`config.mk`:
```
export PLATFORM = sky130hd
export DESIGN_NAME = rfe_frame_engine
export DESIGN_NICKNAME = d
export VERILOG_FILES = /design/src/rfe_pkg.sv /design/src/rfe_fifo.sv /design/src/rfe_frame_engine.sv
export VERILOG_INCLUDE_DIRS = /design/src /design/src/src
export SDC_FILE = /design/constraint.sdc
export NUM_CORES = 1
export LEC_CHECK = 0
export BUFFER_PORTS_ARGS = -buffer_cell sky130_fd_sc_hd__buf_4
export CORE_MARGIN = 1.5
export CORE_UTILIZATION = 45
export CTS_CLUSTER_DIAMETER = 30
export DETAILED_ROUTE_END_ITERATION = 10
export GPL_TIMING_DRIVEN = 0
export PLACE_DENSITY = 0.72
export SKIP_CTS_REPAIR_TIMING = 1
export SLEW_MARGIN = 10
export SYNTH_ARGS = -nofsm -noshare
export SYNTH_HDL_FRONTEND = slang
export SYNTH_HIERARCHICAL = 1
export SYNTH_SLANG_ARGS = --single-unit
```
`constraint.sdc`:
```
create_clock -name I_CLK -period 3.65 [get_ports I_CLK]
set_input_delay 1.095 -clock I_CLK [delete_from_list [all_inputs] [get_ports I_CLK]]
set_output_delay 1.095 -clock I_CLK [all_outputs]
set_load 0.02 [all_outputs]
```
`src/rfe_params.svh`:
```
// Constants of the serial command frame engine: frame bytes, sizes, timing.
// Assumes inclusion by bare name from any file that needs them.
`ifndef RFE_PARAMS_SVH
`define RFE_PARAMS_SVH

// Frame markers and identifiers
`define RFE_PREAMBLE 8'h48
`define RFE_START_MARK 8'h02
`define RFE_END_MARK 8'h49
`define RFE_ID_DEVICE 8'h01
`define RFE_ID_HOST 8'h02
`define RFE_FILLER 8'h00

// Size byte limits, counted start marker through end marker
`define RFE_SIZE_MIN 8'h07
`define RFE_SIZE_MAX 8'h11
`define RFE_RSP_SIZE 8'h11
`define RFE_PAYLOAD_MAX 10

// Byte positions inside an outgoing frame
`define RFE_POS_PAYLOAD 5'h07
`define RFE_POS_LAST 5'h11

// Timing: system clock and line rate
`define RFE_CLK_HZ 125000000
`define RFE_BAUD 4800
`define RFE_BIT_CYCLES ((`RFE_CLK_HZ + `RFE_BAUD / 2) / `RFE_BAUD)

// Response buffer depth
`define RFE_FIFO_DEPTH 8

`endif

```
`src/rfe_pkg.sv`:
```
// Types of the serial command frame engine.
// Assumes nothing beyond a SystemVerilog compiler.
package rfe_pkg;

   // Receive parser states, Gray along the byte order of a frame
   typedef enum logic [3:0] {
      RFE_RX_IDLE = 4'h0,
      RFE_RX_START = 4'h1,
      RFE_RX_SIZE = 4'h3,
      RFE_RX_SENDER = 4'h2,
      RFE_RX_RECEIVER = 4'h6,
      RFE_RX_CMD_HI = 4'h7,
      RFE_RX_CMD_LO = 4'h5,
      RFE_RX_DATA = 4'h4,
      RFE_RX_END = 4'hc
   } rfe_rx_state_e;

   // Transmit sequencer states
   typedef enum logic [1:0] {
      RFE_TX_IDLE = 2'b00,
      RFE_TX_FETCH = 2'b01,
      RFE_TX_SHIFT = 2'b11
   } rfe_tx_state_e;

endpackage

```
`src/rfe_fifo.sv`:
```
// Small synchronous FIFO holding response payload bytes.
// Assumes one clock and a synchronous active-high reset.
`timescale 1ns/100ps
module rfe_fifo #(
   parameter int WIDTH = 8,
   parameter int DEPTH = 8
) (
   input wire logic i_clk,
   input wire logic i_rst,
   input wire logic [WIDTH-1:0] i_wr_data,
   input wire logic i_wr_valid,
   output logic o_wr_ready,
   output logic [WIDTH-1:0] o_rd_data,
   output logic o_rd_valid,
   input wire logic i_rd_ready
);
   localparam int AW = $clog2(DEPTH);

   logic [WIDTH-1:0] mem_reg [DEPTH];
   logic [AW-1:0] wr_ptr_reg;
   logic [AW-1:0] rd_ptr_reg;
   logic [AW:0] count_reg;
   logic [AW:0] count_next;
   logic push;
   logic pop;

   // Flags are flops so both ready and valid come out registered
   assign push = i_wr_valid && o_wr_ready;
   assign pop = i_rd_ready && o_rd_valid;
   assign o_rd_data = mem_reg[rd_ptr_reg];

   always_comb begin
      count_next = count_reg;
      if (push && !pop) begin
         count_next = count_reg + 1'b1;
      end else if (pop && !push) begin
         count_next = count_reg - 1'b1;
      end
   end

   // Storage
   always_ff @(posedge i_clk) begin
      if (push) begin
         mem_reg[wr_ptr_reg] <= i_wr_data;
      end
   end

   // Pointers and level; pointers wrap since depth is a power of two
   always_ff @(posedge i_clk) begin
      if (i_rst) begin
         wr_ptr_reg <= '0;
         rd_ptr_reg <= '0;
         count_reg <= '0;
         o_wr_ready <= 1'b1;
         o_rd_valid <= 1'b0;
      end else begin
         if (push) begin
            wr_ptr_reg <= wr_ptr_reg + 1'b1;
         end
         if (pop) begin
            rd_ptr_reg <= rd_ptr_reg + 1'b1;
         end
         count_reg <= count_next;
         o_wr_ready <= (count_next != (AW+1)'(DEPTH));
         o_rd_valid <= (count_next != '0);
      end
   end
endmodule

```
`src/rfe_frame_engine.sv`:
```
// Command frame engine behind an 8N1 serial line on half-duplex RS485.
// Assumes I_RXD straight from the line receiver; O_DE drives the line driver.
`timescale 1ns/100ps
`include "rfe_params.svh"
module rfe_frame_engine #(
   parameter int BIT_CYCLES = `RFE_BIT_CYCLES,
   parameter int FIFO_DEPTH = `RFE_FIFO_DEPTH
) (
   input wire logic I_CLK,
   input wire logic I_SYS_RST,
   input wire logic I_RXD,
   output logic O_TXD,
   output logic O_DE,
   output logic O_CMD_VALID,
   output logic [15:0] O_CMD_CODE,
   output logic [79:0] O_CMD_PAYLOAD,
   output logic [3:0] O_CMD_LEN,
   output logic O_FRAME_ERR,
   input wire logic [7:0] I_RSP_DATA,
   input wire logic I_RSP_VALID,
   output logic O_RSP_READY,
   input wire logic I_RSP_START,
   input wire logic [3:0] I_RSP_LEN,
   output logic O_TX_BUSY
);
   localparam logic [15:0] BIT_LAST = 16'(BIT_CYCLES - 1);
   localparam logic [15:0] HALF_BIT = 16'(BIT_CYCLES / 2);

   // Byte at a given position of an outgoing response, payload excepted
   function automatic logic [7:0] rsp_byte(input logic [4:0] pos, input logic [15:0] cmd);
      logic [7:0] b;
      b = `RFE_FILLER;
      unique case (pos)
         5'h00: b = `RFE_PREAMBLE;
         5'h01: b = `RFE_START_MARK;
         5'h02: b = `RFE_RSP_SIZE;
         5'h03: b = `RFE_ID_DEVICE;
         5'h04: b = `RFE_ID_HOST;
         5'h05: b = cmd[15:8];
         5'h06: b = cmd[7:0];
         `RFE_POS_LAST: b = `RFE_END_MARK;
         default: b = `RFE_FILLER;
      endcase
      return b;
   endfunction

   // Receive character
   logic rx_meta_reg;
   logic rx_sync_reg;
   logic rx_busy_reg;
   logic [15:0] rx_cnt_reg;
   logic [3:0] rx_bit_reg;
   logic [7:0] rx_shift_reg;
   logic rx_byte_vld_reg;

   // Two-flop synchroniser on the line input
   always_ff @(posedge I_CLK) begin
      if (I_SYS_RST) begin
         rx_meta_reg <= 1'b1;
         rx_sync_reg <= 1'b1;
      end else begin
         rx_meta_reg <= I_RXD;
         rx_sync_reg <= rx_meta_reg;
      end
   end

   // Mid-bit sampling; a start bit that is gone at mid-bit is a glitch
   always_ff @(posedge I_CLK) begin
      if (I_SYS_RST) begin
         rx_busy_reg <= 1'b0;
         rx_cnt_reg <= '0;
         rx_bit_reg <= '0;
         rx_shift_reg <= '0;
         rx_byte_vld_reg <= 1'b0;
      end else begin
         rx_byte_vld_reg <= 1'b0;
         if (!rx_busy_reg) begin
            if (!rx_sync_reg) begin
               rx_busy_reg <= 1'b1;
               rx_cnt_reg <= HALF_BIT;
               rx_bit_reg <= '0;
            end
         end else if (rx_cnt_reg != '0) begin
            rx_cnt_reg <= rx_cnt_reg - 1'b1;
         end else begin
            rx_cnt_reg <= BIT_LAST;
            if (rx_bit_reg == 4'h0) begin
               rx_busy_reg <= !rx_sync_reg;
               rx_bit_reg <= 4'h1;
            end else if (rx_bit_reg <= 4'h8) begin
               rx_shift_reg <= {rx_sync_reg, rx_shift_reg[7:1]};
               rx_bit_reg <= rx_bit_reg + 1'b1;
            end else begin
               // Stop bit; a framing error drops the character
               rx_busy_reg <= 1'b0;
               rx_byte_vld_reg <= rx_sync_reg;
            end
         end
      end
   end

   // Frame parser
   rfe_pkg::rfe_rx_state_e rx_state_reg;
   logic [3:0] rx_data_left_reg;
   logic [3:0] rx_data_idx_reg;
   logic [15:0] rx_cmd_reg;
   logic [79:0] rx_pay_reg;
   logic [7:0] rx_byte;

   assign rx_byte = rx_shift_reg;

   // One byte per step; any mismatch discards and hunts for a preamble
   always_ff @(posedge I_CLK) begin
      if (I_SYS_RST) begin
         rx_state_reg <= rfe_pkg::RFE_RX_IDLE;
         rx_data_left_reg <= '0;
         rx_data_idx_reg <= '0;
         rx_cmd_reg <= '0;
         rx_pay_reg <= '0;
         O_CMD_VALID <= 1'b0;
         O_CMD_CODE <= '0;
         O_CMD_PAYLOAD <= '0;
         O_CMD_LEN <= '0;
         O_FRAME_ERR <= 1'b0;
      end else begin
         O_CMD_VALID <= 1'b0;
         O_FRAME_ERR <= 1'b0;
         if (rx_byte_vld_reg) begin
            unique case (rx_state_reg)
               rfe_pkg::RFE_RX_IDLE: begin
                  if (rx_byte == `RFE_PREAMBLE) begin
                     rx_state_reg <= rfe_pkg::RFE_RX_START;
                  end
               end
               rfe_pkg::RFE_RX_START: begin
                  if (rx_byte == `RFE_START_MARK) begin
                     rx_state_reg <= rfe_pkg::RFE_RX_SIZE;
                  end else begin
                     O_FRAME_ERR <= 1'b1;
                     rx_state_reg <= (rx_byte == `RFE_PREAMBLE) ? rfe_pkg::RFE_RX_START
                                     : rfe_pkg::RFE_RX_IDLE;
                  end
               end
               rfe_pkg::RFE_RX_SIZE: begin
                  // Size covers start, size, ids, two command bytes, end: 7 + data
                  if (rx_byte >= `RFE_SIZE_MIN && rx_byte <= `RFE_SIZE_MAX) begin
                     rx_data_left_reg <= 4'(rx_byte - `RFE_SIZE_MIN);
                     rx_state_reg <= rfe_pkg::RFE_RX_SENDER;
                  end else begin
                     O_FRAME_ERR <= 1'b1;
                     rx_state_reg <= rfe_pkg::RFE_RX_IDLE;
                  end
               end
               rfe_pkg::RFE_RX_SENDER: begin
                  if (rx_byte == `RFE_ID_HOST) begin
                     rx_state_reg <= rfe_pkg::RFE_RX_RECEIVER;
                  end else begin
                     O_FRAME_ERR <= 1'b1;
                     rx_state_reg <= rfe_pkg::RFE_RX_IDLE;
                  end
               end
               rfe_pkg::RFE_RX_RECEIVER: begin
                  if (rx_byte == `RFE_ID_DEVICE) begin
                     rx_state_reg <= rfe_pkg::RFE_RX_CMD_HI;
                  end else begin
                     O_FRAME_ERR <= 1'b1;
                     rx_state_reg <= rfe_pkg::RFE_RX_IDLE;
                  end
               end
               rfe_pkg::RFE_RX_CMD_HI: begin
                  rx_cmd_reg[15:8] <= rx_byte;
                  rx_state_reg <= rfe_pkg::RFE_RX_CMD_LO;
               end
               rfe_pkg::RFE_RX_CMD_LO: begin
                  rx_cmd_reg[7:0] <= rx_byte;
                  rx_pay_reg <= '0;
                  rx_data_idx_reg <= '0;
                  rx_state_reg <= (rx_data_left_reg == '0) ? rfe_pkg::RFE_RX_END
                                  : rfe_pkg::RFE_RX_DATA;
               end
               rfe_pkg::RFE_RX_DATA: begin
                  // First payload byte lands in bits 7:0, order kept for typed values
                  rx_pay_reg[8*rx_data_idx_reg +: 8] <= rx_byte;
                  rx_data_idx_reg <= rx_data_idx_reg + 1'b1;
                  rx_data_left_reg <= rx_data_left_reg - 1'b1;
                  if (rx_data_left_reg == 4'h1) begin
                     rx_state_reg <= rfe_pkg::RFE_RX_END;
                  end
               end
               rfe_pkg::RFE_RX_END: begin
                  rx_state_reg <= rfe_pkg::RFE_RX_IDLE;
                  if (rx_byte == `RFE_END_MARK) begin
                     O_CMD_VALID <= 1'b1;
                     O_CMD_CODE <= rx_cmd_reg;
                     O_CMD_PAYLOAD <= rx_pay_reg;
                     O_CMD_LEN <= rx_data_idx_reg;
                  end else begin
                     O_FRAME_ERR <= 1'b1;
                  end
               end
               default: begin
                  rx_state_reg <= rfe_pkg::RFE_RX_IDLE;
               end
            endcase
         end
      end
   end

   // Response path
   logic [7:0] fifo_data;
   logic fifo_valid;
   logic fifo_pop;
   logic fifo_wr_ready;

   // Payload bytes wait here; transmitter pace is the back-pressure
   rfe_fifo #(
      .WIDTH(8),
      .DEPTH(FIFO_DEPTH)
   ) u_rsp_fifo (
      .i_clk(I_CLK),
      .i_rst(I_SYS_RST),
      .i_wr_data(I_RSP_DATA),
      .i_wr_valid(I_RSP_VALID),
      .o_wr_ready(fifo_wr_ready),
      .o_rd_data(fifo_data),
      .o_rd_valid(fifo_valid),
      .i_rd_ready(fifo_pop)
   );
   assign O_RSP_READY = fifo_wr_ready;

   rfe_pkg::rfe_tx_state_e tx_state_reg;
   logic [4:0] tx_pos_reg;
   logic [3:0] tx_len_reg;
   logic [15:0] tx_cnt_reg;
   logic [3:0] tx_bits_reg;
   logic [8:0] tx_shift_reg;
   logic tx_from_fifo;

   // Position is inside the value part of the payload
   assign tx_from_fifo = (tx_pos_reg >= `RFE_POS_PAYLOAD) &&
                         (tx_pos_reg < `RFE_POS_PAYLOAD + 5'(tx_len_reg));
   assign fifo_pop = (tx_state_reg == rfe_pkg::RFE_TX_FETCH) && tx_from_fifo && fifo_valid;

   // Frame sequencer and character shifter; start is ignored while busy
   always_ff @(posedge I_CLK) begin
      if (I_SYS_RST) begin
         tx_state_reg <= rfe_pkg::RFE_TX_IDLE;
         tx_pos_reg <= '0;
         tx_len_reg <= '0;
         tx_cnt_reg <= '0;
         tx_bits_reg <= '0;
         tx_shift_reg <= '1;
         O_TXD <= 1'b1;
         O_DE <= 1'b0;
         O_TX_BUSY <= 1'b0;
      end else begin
         unique case (tx_state_reg)
            rfe_pkg::RFE_TX_IDLE: begin
               if (I_RSP_START) begin
                  tx_len_reg <= (I_RSP_LEN > 4'(`RFE_PAYLOAD_MAX)) ?
                                4'(`RFE_PAYLOAD_MAX) : I_RSP_LEN;
                  tx_pos_reg <= '0;
                  O_DE <= 1'b1;
                  O_TX_BUSY <= 1'b1;
                  tx_state_reg <= rfe_pkg::RFE_TX_FETCH;
               end
            end
            rfe_pkg::RFE_TX_FETCH: begin
               // Stalls on an empty buffer while a value byte is due
               if (!tx_from_fifo || fifo_valid) begin
                  tx_shift_reg <= {1'b1, tx_from_fifo ? fifo_data
                                   : rsp_byte(tx_pos_reg, O_CMD_CODE)};
                  O_TXD <= 1'b0;
                  tx_cnt_reg <= BIT_LAST;
                  tx_bits_reg <= 4'h9;
                  tx_state_reg <= rfe_pkg::RFE_TX_SHIFT;
               end
            end
            rfe_pkg::RFE_TX_SHIFT: begin
               if (tx_cnt_reg != '0) begin
                  tx_cnt_reg <= tx_cnt_reg - 1'b1;
               end else if (tx_bits_reg != '0) begin
                  O_TXD <= tx_shift_reg[0];
                  tx_shift_reg <= {1'b1, tx_shift_reg[8:1]};
                  tx_bits_reg <= tx_bits_reg - 1'b1;
                  tx_cnt_reg <= BIT_LAST;
               end else if (tx_pos_reg == `RFE_POS_LAST) begin
                  // Stop bit fully sent; release the line
                  O_DE <= 1'b0;
                  O_TX_BUSY <= 1'b0;
                  tx_state_reg <= rfe_pkg::RFE_TX_IDLE;
               end else begin
                  tx_pos_reg <= tx_pos_reg + 1'b1;
                  tx_state_reg <= rfe_pkg::RFE_TX_FETCH;
               end
            end
            default: begin
               tx_state_reg <= rfe_pkg::RFE_TX_IDLE;
            end
         endcase
      end
   end

   // Text values pass as plain payload; their length is the user's matter
endmodule

```
==> results.json <==
{
  "yosys-top-cells-area": "dfxtp_1 40%, edfxtp_1 13%, nand2_1 7.6%",
  "clockBufferDepth": 3,
  "yosys.cell_types.count": 77,
  "slew_headroom_pct": 11.8,
  "slew_violations": 0,
  "whs_path_depth": 1,
  "worst-setup-path-type": "flop to flop",
  "first_pass_iters": 5,
  "core-area_mm2": 0.0327,
  "hold_viol_final": 0,
  "grt.overflow.total": 0,
  "cts.reportedPaths.clkPinSlew_ns": 0.05,
  "r2r_slack_ns": 0.23,
  "synth.most_common_cell": "nand2_1",
  "r2r_start": "rx_data_idx_reg[0]",
  "synth-seq-area-share_pct": 52.5,
  "grtUsageMet2_pct": 39.6,
  "ys_ff_latch": 362,
  "fin_worst_skew_ns": 0.0252,
  "final_cells": 2306,
  "route.detailed.drc": 0,
  "power_density_mw_per_mm2": 584,
  "drt-initial-drc-count": 1043,
  "worstSetupEndpointType": "flop",
  "holdPathEnd": "rx_sync_reg",
  "grt_max_degree": 12,
  "grt.total_usage_pct": 25.0,
  "dp_cells": 2180,
  "wl_mm": 43.0,
  "start_kind": "flop",
  "synth_area_mm2": 0.0150,
  "min_from": "rx_meta_reg",
  "clock.fmax_mhz": 293,
  "viasPerCell": 5.68,
  "period_share_pct": 93.6,
  "synth-edff-count": 64,
  "r2r.worst_path.cells": 10,
  "rows": 66,
  "ys.warnings.count": 6,
  "crit_arrival_ns": 3.91,
  "antenna_cells": 0,
  "ctsHtreeMaxLevel": 3,
  "drive_gt1_share_pct": 16.3,
  "finalNetCount": 1856,
  "grtUsageMet3_pct": 5.03,
  "place_congestion": 0.943,
  "cts-root-buf": "clkbuf_16",
  "synth_top_area_cell": "dfxtp_1",
  "use_met1_pct": 33.2,
  "numPortBuffers": 122,
  "ant_nets": 0,
  "cts_tree": "done",
  "boundaryPins": 123,
  "first_global_vias": 12499,
  "netlist_instances": 1615,
  "outcome": "finished clean",
  "peakVddDrop_mv": 0.383,
  "min_period_ns": 3.42,
  "clk_latency_ns": 0.57,
  "antenna_found_initial": 0,
  "hold_class": "flop to flop",
  "wire_per_inst_um": 18.6,
  "nFillCells": 2849,
  "die-area_mm2": 0.0345,
  "cellLeakagePower_nw": 6.81,
  "initial_core_util_pct": 45.9,
  "grt_setup_unrepaired": "yes",
  "drv_cap": 0,
  "crit_required_ns": 4.15,
  "cts.sinks": 362,
  "async_flop_share_pct": 0,
  "r2r_end": "rx_pay_reg[48]",
  "cts_buffers": 68,
  "finalPower_mw": 11.0,
  "syn_avg_cell_area_um2": 9.30,
  "area_growth_pct": 25.7,
  "finalSetupViolCount": 0,
  "worst_pin_slew_ns": 1.31,
  "grt_pass1_wl_mm": 66.7,
  "dp_hpwl_mm": 29.5,
  "die_x_um": 186,
  "synth_top_area_share_pct": 39.7,
  "num_vias": 13097,
  "synth-main-ff-cell": "dfxtp_1",
  "busiest_layer": "met2",
  "synth_nets": 1662,
  "dieHeight_um": 186,
  "critPathMaxFanout": 10,
  "synthTopCellsByCount": "303 x nand2_1, 298 x dfxtp_1, 176 x a21oi_1"
}
area by class of cell:
cell class                 instances  area [um^2]  area share (%)
tap                              442          553            2.93
inverter                          32          120           0.636
sequential                       362         7890            41.8
timing repair buffer             124          931            4.93
buffer                           109          434            2.30
clock buffer                      84         1870            9.88
multi-input combinational       1112         6640            35.1
clock inverter                    41          460            2.44
report_power, final:
part           total (mW)  switching [mW]  leakage (nW)  internal, mW
clock network        6.25            2.10          1.11          4.15
registers            4.22          0.0724          2.99          4.15
logic               0.553           0.363          2.71         0.190
total                11.0            2.53          6.81          8.49
critical path: stages (launching register included):
cell and delay (ns):
dfxtp_1 0.33, clkbuf_1 0.28, clkbuf_1 0.46, nor3_1 0.12
ha_1 0.38, nor2b_1 0.15, o21ai_1 0.18, or4b_1 0.57
nor2_1 0.52, a32oi_1 0.21, nor2_1 0.13
cell usage in the layout, fill, tap and decap left out, types with 19 or more instances in the layout:
cell type,n
edfxtp_1,64
a22oi_1,19
nand3_1,37
nor3_1,32
clkbuf_1,101
a22o_1,22
nand2_1,303
buf_4,126
a31oi_1,20
clkbuf_16,71
ha_1,30
inv_1,29
a21oi_1,176
nor2_1,125
or3_1,23
o21ai_1,20
dfxtp_1,298
o21ai_0,27
stage by stage:
step,utilization (%),setup slack [ns],TNS (ns),instance area (um^2),hold slack [ns]
2_1_floorplan,-,0.389,0,15000,0.389
3_3_place_gp,50.4,-0.270,-7.27,16500,0.403
3_5_place_dp,50.5,-0.294,-8.73,16500,0.418
4_1_cts,57.6,-0.249,-0.271,18800,0.421
5_1_grt,57.8,-0.0110,-0.0206,18900,0.429
6_report,57.8,0.234,0,18900,0.416
layer usage:
metal	up-vias	wire, um
li1	6186	-
met1	6296	18800
met2	518	19800
met3	97	3200
met4	0	1220
met5	-	0
worst max-delay path by stage:
stage	depth (start not counted)	startpoint	end
floorplan	13	tx_len_reg[0]	u_rsp_fifo/o_rd_valid
global placement	6	I_SYS_RST	rx_cnt_reg[5]
detailed placement	6	I_SYS_RST	rx_cmd_reg[7]
CTS	13	tx_len_reg[0]	u_rsp_fifo/o_rd_valid
global route	10	rx_data_idx_reg[0]	rx_pay_reg[48]
finish	10	rx_data_idx_reg[0]	rx_pay_reg[48]
cells by family (layout without fill, tap and decap cells):
group / Yosys count / after routing / synth area share (%)
AO/OA/AOI/OAI: 392 / 392 / 16.7
XOR/XNOR: 26 / 26 / 1.52
adder cells (fa/ha/maj): 30 / 30 / 2.50
buffers and inverters: 141 / 390 / 3.69
flip-flops: 362 / 362 / 52.5
multiplexers: 45 / 45 / 4.43
AND/OR/NAND/NOR: 619 / 619 / 18.7
Power figures use the tool's default switching activity.
